===== src/limit_overtravel_pkg.sv =====
/*
  Constants for the limit-switch and over-travel logic: register offsets,
  control field positions, reset values, stop-action codes, input indices.
  Assumes a single 40 MHz clock and a plain one-cycle register port.
*/
// Contract
// - The end-of-travel inputs have a polarity set by software, normally open after reset.
// - One polarity bit serves both end-of-travel inputs together.
// - An active end-of-travel input trips over-travel, turns the fault output off and stops the motor.
// - The over-travel stop method comes from a software-written stop-action field.
// - One pulse on the alarm-clear pin or an alarm-clear command cancels over-travel.
// - During a home search a limit reverses the direction away from it and raises no alarm.
// - In three-switch home mode the home switch marks home, with selectable polarity, normally open.
// - The slot-disc detector has a software-selectable polarity, normally open after reset.
// - In continuous run an active slot detector forces a stop with its own stop-action field.
// - A slot detector assigned to home searching is no stop source in continuous run.
// - The alarm-clear pin resets the protective alarm, pulsed once after the cause is gone.
package limit_overtravel_pkg;

  localparam int          ADDR_W        = 8;
  localparam int          DATA_W        = 32;

  // register offsets
  localparam logic [7:0]  CTRL_OFFSET   = 8'h00;
  localparam logic [7:0]  CMD_OFFSET    = 8'h04;
  localparam logic [7:0]  STATUS_OFFSET = 8'h08;
  localparam logic [7:0]  IRQ_STAT_OFFSET = 8'h0C;
  localparam logic [7:0]  IRQ_MASK_OFFSET = 8'h10;

  // control register fields
  localparam int          OT_POL_BIT    = 0;
  localparam int          HOME_POL_BIT  = 1;
  localparam int          SLOT_POL_BIT  = 2;
  localparam int          SLOT_HOME_BIT = 3;
  localparam int          THREE_SW_BIT  = 4;
  localparam int          OT_ACT_LSB    = 8;
  localparam int          SLOT_ACT_LSB  = 10;
  localparam int          CTRL_W        = 12;
  localparam logic [11:0] CTRL_RESET    = 12'h000;

  // command register fields
  localparam int          CMD_CLEAR_BIT = 0;

  // stop-action codes
  localparam logic [1:0]  STOP_DECEL    = 2'h0;
  localparam logic [1:0]  STOP_IMMED    = 2'h1;

  // interrupt status / mask bits
  localparam int          IRQ_OT_BIT    = 0;
  localparam int          IRQ_SLOT_BIT  = 1;
  localparam int          IRQ_HOME_BIT  = 2;
  localparam int          IRQ_CLEAR_BIT = 3;
  localparam int          IRQ_REV_BIT   = 4;
  localparam int          IRQ_W         = 5;

  // synchronised pin indices
  localparam int          IN_POS        = 0;
  localparam int          IN_NEG        = 1;
  localparam int          IN_HOME       = 2;
  localparam int          IN_SLOT       = 3;
  localparam int          IN_CLR        = 4;
  localparam int          NUM_IN        = 5;

endpackage


===== src/limit_overtravel_logic.sv =====
/*
  Limit-switch, home-switch and slot-detector handling with over-travel
  alarm, stop requests, home-search reversal and a small register file.
  Assumes the motion controller on the same clock reports whether a
  continuous run or a home search is in progress and obeys motor_stop.
*/
`timescale 1ns/1ps
module limit_overtravel_logic
  import limit_overtravel_pkg::*;
(
  // clock and reset
  input  wire logic              mclk,
  input  wire logic              rstn,
  // sensor pins, asynchronous
  input  wire logic              positive_limit_input,
  input  wire logic              negative_limit_input,
  input  wire logic              home_switch_input,
  input  wire logic              slot_detect_input,
  input  wire logic              alarm_clear_input,
  // motion context from the controller
  input  wire logic              continuous_run,
  input  wire logic              home_search_run,
  // register port
  input  wire logic [ADDR_W-1:0] reg_addr,
  input  wire logic [DATA_W-1:0] reg_wdata,
  input  wire logic              reg_write,
  input  wire logic              reg_read,
  output logic      [DATA_W-1:0] reg_rdata,
  // motion outputs
  output logic                   fault_output,
  output logic                   motor_stop,
  output logic      [1:0]        stop_action,
  output logic                   reverse_req,
  output logic                   reverse_dir,
  output logic                   home_found,
  output logic                   irq
);

  // pin synchroniser: three flops, a change counts once stages two and three agree
  logic [NUM_IN-1:0] sync1_q;
  logic [NUM_IN-1:0] sync2_q;
  logic [NUM_IN-1:0] sync3_q;
  logic [NUM_IN-1:0] filt_q;
  logic [NUM_IN-1:0] filt_d;
  logic [NUM_IN-1:0] pins;

  assign pins = {alarm_clear_input, slot_detect_input, home_switch_input,
                 negative_limit_input, positive_limit_input};

  always_ff @(posedge mclk or negedge rstn)
  begin
    if (!rstn)
    begin
      sync1_q <= '0;
      sync2_q <= '0;
      sync3_q <= '0;
      filt_q  <= '0;
    end
    else
    begin
      sync1_q <= pins;
      sync2_q <= sync1_q;
      sync3_q <= sync2_q;
      filt_q  <= filt_d;
    end
  end

  genvar gi;
  generate
    for (gi = 0; gi < NUM_IN; gi++)
    begin : g_filt
      assign filt_d[gi] = (sync2_q[gi] == sync3_q[gi]) ? sync3_q[gi] : filt_q[gi];
    end
  endgenerate

  // registers and state
  logic [CTRL_W-1:0] ctrl_q;
  logic [CTRL_W-1:0] ctrl_d;
  logic [NUM_IN-1:0] prev_q;
  logic [NUM_IN-1:0] act;
  logic              alarm_q;
  logic              alarm_d;
  logic              slot_stop_q;
  logic              slot_stop_d;
  logic [1:0]        action_q;
  logic [1:0]        action_d;
  logic              rev_q;
  logic              rev_d;
  logic              rev_dir_q;
  logic              rev_dir_d;
  logic              home_q;
  logic              home_d;
  logic [IRQ_W-1:0]  irq_stat_q;
  logic [IRQ_W-1:0]  irq_stat_d;
  logic [IRQ_W-1:0]  irq_mask_q;
  logic [IRQ_W-1:0]  irq_mask_d;
  logic [IRQ_W-1:0]  irq_set;
  logic [DATA_W-1:0] rdata_q;
  logic [DATA_W-1:0] rdata_d;
  logic              fault_q;
  logic              fault_d;
  logic              stop_q;
  logic              stop_d;
  logic              pos_rise;
  logic              neg_rise;
  logic              home_rise;
  logic              slot_rise;
  logic              clr_rise;
  logic              clear_req;
  logic              ot_trip;
  logic              slot_trip;
  logic              wr_ctrl;
  logic              wr_cmd;
  logic              wr_stat;
  logic              wr_mask;

  // one shared over-travel polarity bit; a set bit means normally closed
  assign act[IN_POS]  = filt_q[IN_POS] ^ ctrl_q[OT_POL_BIT];
  assign act[IN_NEG]  = filt_q[IN_NEG] ^ ctrl_q[OT_POL_BIT];
  assign act[IN_HOME] = filt_q[IN_HOME] ^ ctrl_q[HOME_POL_BIT];
  assign act[IN_SLOT] = filt_q[IN_SLOT] ^ ctrl_q[SLOT_POL_BIT];
  assign act[IN_CLR]  = filt_q[IN_CLR];

  // edges, so a limit still held after a clear does not re-trip at once
  assign pos_rise  = act[IN_POS] & ~prev_q[IN_POS];
  assign neg_rise  = act[IN_NEG] & ~prev_q[IN_NEG];
  assign home_rise = act[IN_HOME] & ~prev_q[IN_HOME];
  assign slot_rise = act[IN_SLOT] & ~prev_q[IN_SLOT];
  assign clr_rise  = act[IN_CLR] & ~prev_q[IN_CLR];

  assign wr_ctrl = reg_write && (reg_addr == CTRL_OFFSET);
  assign wr_cmd  = reg_write && (reg_addr == CMD_OFFSET);
  assign wr_stat = reg_write && (reg_addr == IRQ_STAT_OFFSET);
  assign wr_mask = reg_write && (reg_addr == IRQ_MASK_OFFSET);

  assign clear_req = clr_rise | (wr_cmd & reg_wdata[CMD_CLEAR_BIT]);
  assign ot_trip   = (pos_rise | neg_rise) & ~home_search_run;
  assign slot_trip = slot_rise & continuous_run & ~ctrl_q[SLOT_HOME_BIT];

  always_comb
  begin
    ctrl_d      = wr_ctrl ? reg_wdata[CTRL_W-1:0] : ctrl_q;
    // a trip in the same cycle as a clear keeps the alarm set
    alarm_d     = ot_trip ? 1'b1 : (clear_req ? 1'b0 : alarm_q);
    // slot stop holds until the controller ends the continuous run
    slot_stop_d = slot_trip ? 1'b1 : (continuous_run ? slot_stop_q : 1'b0);
    action_d    = action_q;
    if (ot_trip)
    begin
      action_d = ctrl_q[OT_ACT_LSB +: 2];
    end
    else if (slot_trip)
    begin
      action_d = ctrl_q[SLOT_ACT_LSB +: 2];
    end
    // home search: turn away from the limit that was met, positive limit first
    rev_d     = home_search_run & (pos_rise | neg_rise);
    rev_dir_d = rev_d ? ~pos_rise : rev_dir_q;
    home_d    = home_search_run & (ctrl_q[THREE_SW_BIT] ? home_rise
                                   : (ctrl_q[SLOT_HOME_BIT] & slot_rise));
    fault_d   = ~alarm_d;
    stop_d    = alarm_d | slot_stop_d;
  end

  // interrupt status: hardware set wins over a write-one-to-clear
  always_comb
  begin
    irq_set                = '0;
    irq_set[IRQ_OT_BIT]    = ot_trip;
    irq_set[IRQ_SLOT_BIT]  = slot_trip;
    irq_set[IRQ_HOME_BIT]  = home_d;
    irq_set[IRQ_CLEAR_BIT] = clear_req & alarm_q & ~ot_trip;
    irq_set[IRQ_REV_BIT]   = rev_d;
    irq_stat_d = irq_set | (irq_stat_q & ~(wr_stat ? reg_wdata[IRQ_W-1:0] : '0));
    irq_mask_d = wr_mask ? reg_wdata[IRQ_W-1:0] : irq_mask_q;
  end

  // read data for the cycle after the strobe; unmapped offsets read zero
  always_comb
  begin
    rdata_d = '0;
    if (reg_read)
    begin
      case (reg_addr)
        CTRL_OFFSET:     rdata_d[CTRL_W-1:0] = ctrl_q;
        STATUS_OFFSET:   rdata_d[7:0] = {rev_dir_q, action_q, slot_stop_q, act[IN_SLOT],
                                         act[IN_HOME], act[IN_NEG] | act[IN_POS],
                                         alarm_q};
        IRQ_STAT_OFFSET: rdata_d[IRQ_W-1:0] = irq_stat_q;
        IRQ_MASK_OFFSET: rdata_d[IRQ_W-1:0] = irq_mask_q;
        default:         rdata_d = '0;
      endcase
    end
  end

  always_ff @(posedge mclk or negedge rstn)
  begin
    if (!rstn)
    begin
      ctrl_q      <= CTRL_RESET;
      prev_q      <= '0;
      alarm_q     <= 1'b0;
      slot_stop_q <= 1'b0;
      action_q    <= STOP_DECEL;
      rev_q       <= 1'b0;
      rev_dir_q   <= 1'b0;
      home_q      <= 1'b0;
      irq_stat_q  <= '0;
      irq_mask_q  <= '0;
      rdata_q     <= '0;
      fault_q     <= 1'b1;
      stop_q      <= 1'b0;
    end
    else
    begin
      ctrl_q      <= ctrl_d;
      prev_q      <= act;
      alarm_q     <= alarm_d;
      slot_stop_q <= slot_stop_d;
      action_q    <= action_d;
      rev_q       <= rev_d;
      rev_dir_q   <= rev_dir_d;
      home_q      <= home_d;
      irq_stat_q  <= irq_stat_d;
      irq_mask_q  <= irq_mask_d;
      rdata_q     <= rdata_d;
      fault_q     <= fault_d;
      stop_q      <= stop_d;
    end
  end

  assign reg_rdata    = rdata_q;
  assign fault_output = fault_q;
  assign motor_stop   = stop_q;
  assign stop_action  = action_q;
  assign reverse_req  = rev_q;
  assign reverse_dir  = rev_dir_q;
  assign home_found   = home_q;
  assign irq          = |(irq_stat_q & irq_mask_q);
endmodule


===== config.mk =====
export PLATFORM = sky130hd
export DESIGN_NAME = limit_overtravel_logic
export DESIGN_NICKNAME = d
export VERILOG_FILES = /design/src/limit_overtravel_pkg.sv /design/src/limit_overtravel_logic.sv
export SDC_FILE = /design/constraint.sdc
export NUM_CORES = 1
export LEC_CHECK = 0
export BUFFER_PORTS_ARGS = -buffer_cell sky130_fd_sc_hd__buf_2
export CAP_MARGIN = 30
export CORE_MARGIN = 2
export CORE_UTILIZATION = 50
export CTS_CLUSTER_DIAMETER = 120
export DETAILED_ROUTE_END_ITERATION = 16
export PLACE_DENSITY_LB_ADDON = 0.15
export SYNTH_ARGS = -nofsm -noshare
export SYNTH_HDL_FRONTEND = slang
export SYNTH_SLANG_ARGS = --single-unit

===== constraint.sdc =====
create_clock -name mclk -period 1.89 [get_ports mclk]
set_clock_uncertainty 0.15 [all_clocks]
set_input_delay 0.2835 -clock mclk [delete_from_list [all_inputs] [get_ports mclk]]
set_output_delay 0.2835 -clock mclk [all_outputs]
set_load 0.01 [all_outputs]

# After elaboration in Yosys (flattened, before gate mapping)

Index checks and enable logic that the tools add are counted.

Register bits after elaboration: 68
Input bits: 51
Word-level logic and storage cells: 85

Equality and inequality tests: 9
Mux-type cells: 12
Bitwise gates (word level): 36
Reduce and logical (&&, ||, !) cells: 7

Operator list:

| operator           | number |
|---|---|
| $pmux 5 s4         | 1 |
| $eq 8x4->1 const B | 2 |
| $and 1x1->1        | 14 |
| $mux 12            | 1 |
| $and 5x5->5        | 2 |
| $not 1->1          | 10 |
| $eq 8x3->1 const B | 1 |
| $eq 8x5->1 const B | 1 |
| $logic_not 8->1    | 1 |
| $pmux 3 s2         | 1 |
| $eq 1x1->1         | 5 |
| $mux 1             | 5 |
| $mux 5             | 1 |
| $not 5->5          | 1 |
| $or 5x5->5         | 1 |
| $reduce_or 5->1    | 1 |
| $logic_and 1x1->1  | 4 |
| $mux 2             | 2 |
| $mux 4             | 1 |
| $or 1x1->1         | 4 |
| $xor 1x1->1        | 4 |
| $reduce_bool 2->1  | 1 |

# Depth between registers and ports, before layout

Word-level depth: 7
Gate-level depth with buffers: 6

# Worst setup path after synthesis

Ideal clock, no wire load.

Kind: input to register
Start point: input reg_addr[5]
End point: register stop_q, in the netlist motor_stop
Setup time: 0.130 ns
Arrival: 1.604 ns
Slack: 0.007 ns
Stages: 4
Cell sequence: or4b_1 or4_4 a31oi_4 nand3_1

Longest elaborated chain between the ends: 7

Ends and longest elaborated chain:

| what                 | line                          | RTL |
|---|---|---|
| start, declared      | limit_overtravel_logic.sv:24  | `input wire logic [ADDR_W-1:0] reg_addr,` |
| $eq 8x3->1           | limit_overtravel_logic.sv:132 | `assign wr_cmd = reg_write && (reg_addr == CMD_OFFSET);` |
| $logic_and 1x1->1    | limit_overtravel_logic.sv:132 |  |
| $and 1x1->1          | limit_overtravel_logic.sv:136 | `assign clear_req = clr_rise \| (wr_cmd & reg_wdata[CMD_CLEAR_BIT]);` |
| $or 1x1->1           | limit_overtravel_logic.sv:136 |  |
| $mux 1 (2 in a row)  | limit_overtravel_logic.sv:144 | `alarm_d = ot_trip ? 1'b1 : (clear_req ? 1'b0 : alarm_q);` |
| $or 1x1->1           | limit_overtravel_logic.sv:162 | `stop_d = alarm_d \| slot_stop_d;` |
| net stop_d           | limit_overtravel_logic.sv:103 | `logic stop_d;` |
| end signal, assigned | limit_overtravel_logic.sv:228 | `stop_q <= stop_d;` |
| end, declared        | limit_overtravel_logic.sv:102 | `logic stop_q;` |

The timed path passes the listed nets, and every way through them passes these cells.
A chain may end at the register's enable or synchronous reset.

# Final worst setup path

Start point: register irq_stat_q[3]
End point: output irq

Longest elaborated chain between the ends: 2

Ends and longest elaborated chain:

| what                   | line                          | RTL |
|---|---|---|
| start, declared        | limit_overtravel_logic.sv:93  | `logic [IRQ_W-1:0] irq_stat_q;` |
| start signal, assigned | limit_overtravel_logic.sv:224 | `irq_stat_q <= irq_stat_d;` |
| $and 5x5->5            | limit_overtravel_logic.sv:239 | `assign irq = \|(irq_stat_q & irq_mask_q);` |
| $reduce_or 5->1        | limit_overtravel_logic.sv:239 |  |
| end, declared          | limit_overtravel_logic.sv:36  | `output logic irq` |

No other way between the ends.

==> flow_summary.toml <==
[synthesis]
netlist_instances = 214
yosys.cell_count.top_type = "dfrtp_1"
seq_area_frac_synth = 0.617
synth-edff-count = 0
synth_area_leader_cell = "dfrtp_1"
yosys_most_used_dff = "dfrtp_1"
synth_top_area_frac = 0.607
ys_top_cells_by_area = "dfrtp_1 61%, buf_4 5.4%, mux2_1 4.1%"
async_flop_share = 1.00
synth_area_per_cell_sq_um = 12.9
synth_seq_cells = 68
ys_top_cells_by_count = "67 x dfrtp_1, 20 x buf_4, 17 x nand2_1"
yosys_warnings = 0
synthDistinctLibCells = 43
syn-cell-area_sq_mm = 0.00276

[route]
vias = 1790
drt_iter0_drc = 75
firstDrtPassIters = 4
drc = 0
drt-total-wl_um = 5310
ant_nets = 0
wl_per_cell_um = 14.4
vias_per_cell = 4.86

[final_layout]
area_growth_pct = 22.2
fin_nets = 343
final_core_util = 0.624
n_antenna_cell = 0
drive_gt1_frac = 0.321
fillers = 464

[die]
ioPinCount = 91
dieHeight_um = 78.3
core_region_area_sq_mm = 0.00541
start_util = 0.511
row_count = 27
fp.dieArea_sq_mm = 0.00613
die_width_um = 78.3

[critical_path]
worstPathRequired_ns = 1.46
worstPathMaxFanout = 3
worstPathArrival_ns = 1.42
critPathLaunchType = "flop"
crit_path_end_kind = "output port"
path_class = "reg -> out"

[clocking]
path_clk_slew_ns = 0.06
htreeDepth = 3
clock_sinks = 68
clock-root-buffer = "clkbuf_8"
clk_latency_ns = 0.34
cts_made_buffers = 9
cts_buffer_depth = 2
cts_tree = "done"
post_cts_buffers = 0
cts-resized-gates = 0

[timing]
finalCritPeriodShare = 0.983
finalHoldViolCount = 0
max_freq_mhz = 538
finalCriticalPeriod_ns = 1.86
rsz0062_at_grt = "yes"
setup_viol = 0
finalMaxSlewViolations = 0
fin_hold_ws_ns = 0.0113
setup_tns_ns = 0

[hold_path]
hp-class = "in -> reg"

[power_and_ir_drop]
ir_drop_uv = 512
powerDensity_mw_per_mm2 = 884
cellLeakagePower_nw = 1.72

[placed_design]
dp_hpwl_um = 3720
portBuffers = 50
globalplace.congestion = 0.801

[status]
status = "completed"

[global_routing]
grt_pass1_vias = 1779
grt_pass1_wl_um = 8790
grt_usage = 0.193
antenna_found_initial = 0
grt_max_degree = 69
grt_overflow_total = 0

[run]
drv_cap = 0
through the flow:
stage | instance area (sq um) | setup slack, ns | cells | total power [mW]
after floorplan | 2830 | 0.00696 | 233 | 1.83
after global placement | 3140 | -0.149 | 346 | 1.97
after detailed placement | 3140 | -0.155 | 346 | 1.97
after CTS | 3370 | 0.0369 | 368 | 3.02
after global routing | 3370 | -0.0496 | 368 | 3.14
final | 3370 | 0.0326 | 368 | 2.98
layer usage:
layer,vias up,track usage,part of all wire
met5,-,0,0
met4,0,0.105,0.020
met3,11,0.0402,0.043
met2,44,0.284,0.46
met1,870,0.269,0.47
li1,865,-,-
critical path, stage by stage (launching register included):
cell      delay [ns]
dfrtp_1         0.40
a222oi_1        0.42
nand2_1         0.11
buf_2           0.15
cells in the final DEF, fill, tap and decap left out, types with 5 or more instances in the layout:
cell type,synthesis,layout
and3_1,5,5
buf_2,1,50
buf_4,20,15
clkbuf_8,0,11
conb_1,1,20
dfrtp_1,67,67
dlygate4sd3_1,0,7
inv_1,7,7
maj3_1,5,5
mux2_1,10,10
mux2_2,10,10
mux2i_1,7,7
nand2_1,17,17
nand3_1,6,6
path summary, 6_finish.rpt:
kind | start | end | slack [ns] | cells past startpoint
max | irq_stat_q[3] | irq | 0.03 | 3
min | reg_wdata[8] | ctrl_q[8] | 0.01 | 2
max reg2reg | filt_q[1] | irq_stat_q[3] | 0.26 | 5
min reg2reg | sync1_q[0] | sync2_q[0] | 0.20 | 0
max in group asynchronous | rstn | fault_output | 0.94 | 3
min in group asynchronous | rstn | home_found | 0.34 | 3
kinds of logic (layout without fill, tap and decap cells):
kind of cell / after synthesis / after routing / share of synthesized area
buffers and inverters: 32 / 95 / 0.0711
multiplexers: 27 / 27 / 0.107
flip-flops: 68 / 68 / 0.617
adder cells (fa/ha/maj): 5 / 5 / 0.0181
AO/OA/AOI/OAI: 27 / 27 / 0.0766
XOR/XNOR: 4 / 4 / 0.0127
other: 1 / 20 / 0.00136
AND/OR/NAND/NOR: 50 / 50 / 0.0965
sequential cells by signal (all words and copies together), names as in the netlist:
register,count
filt_q,5
sync1_q,5
irq_mask_q,5
prev_q,5
sync2_q,5
motor_stop,1
reg_rdata,12
reverse_dir,1
ctrl_q,12
irq_stat_q,5
alarm_q,1
sync3_q,5
fault_output,1
reverse_req,1
slot_stop_q,1
home_found,1
stop_action,2
where the power goes:
| part | switching [mW] | internal, mW | leakage, nW | total (mW) |
|---|---|---|---|---|
| Sequential | 0.0654 | 1.55 | 0.854 | 1.62 |
| Clock | 0.492 | 0.537 | 0.0893 | 1.03 |
| Combinational | 0.182 | 0.153 | 0.773 | 0.335 |
| Total | 0.739 | 2.24 | 1.72 | 2.98 |
layout make-up:
cell class,instances,area (sq um),area share
clock buffers,13,159,0.0471
clock inverters,2,10.0,0.00297
inverters,7,26.3,0.00779
well taps,72,90.1,0.0267
multi-input cells,133,933,0.277
repair buffers,73,453,0.134
flip-flops and latches,68,1700,0.505
repair_timing:
action | CTS | global route
hold buffers | 7 | 0
setup endpoints to repair | 0 | 1
endpoints found under the hold margin | 73 | 0
No activity file was read; power rests on OpenSTA's default activity.
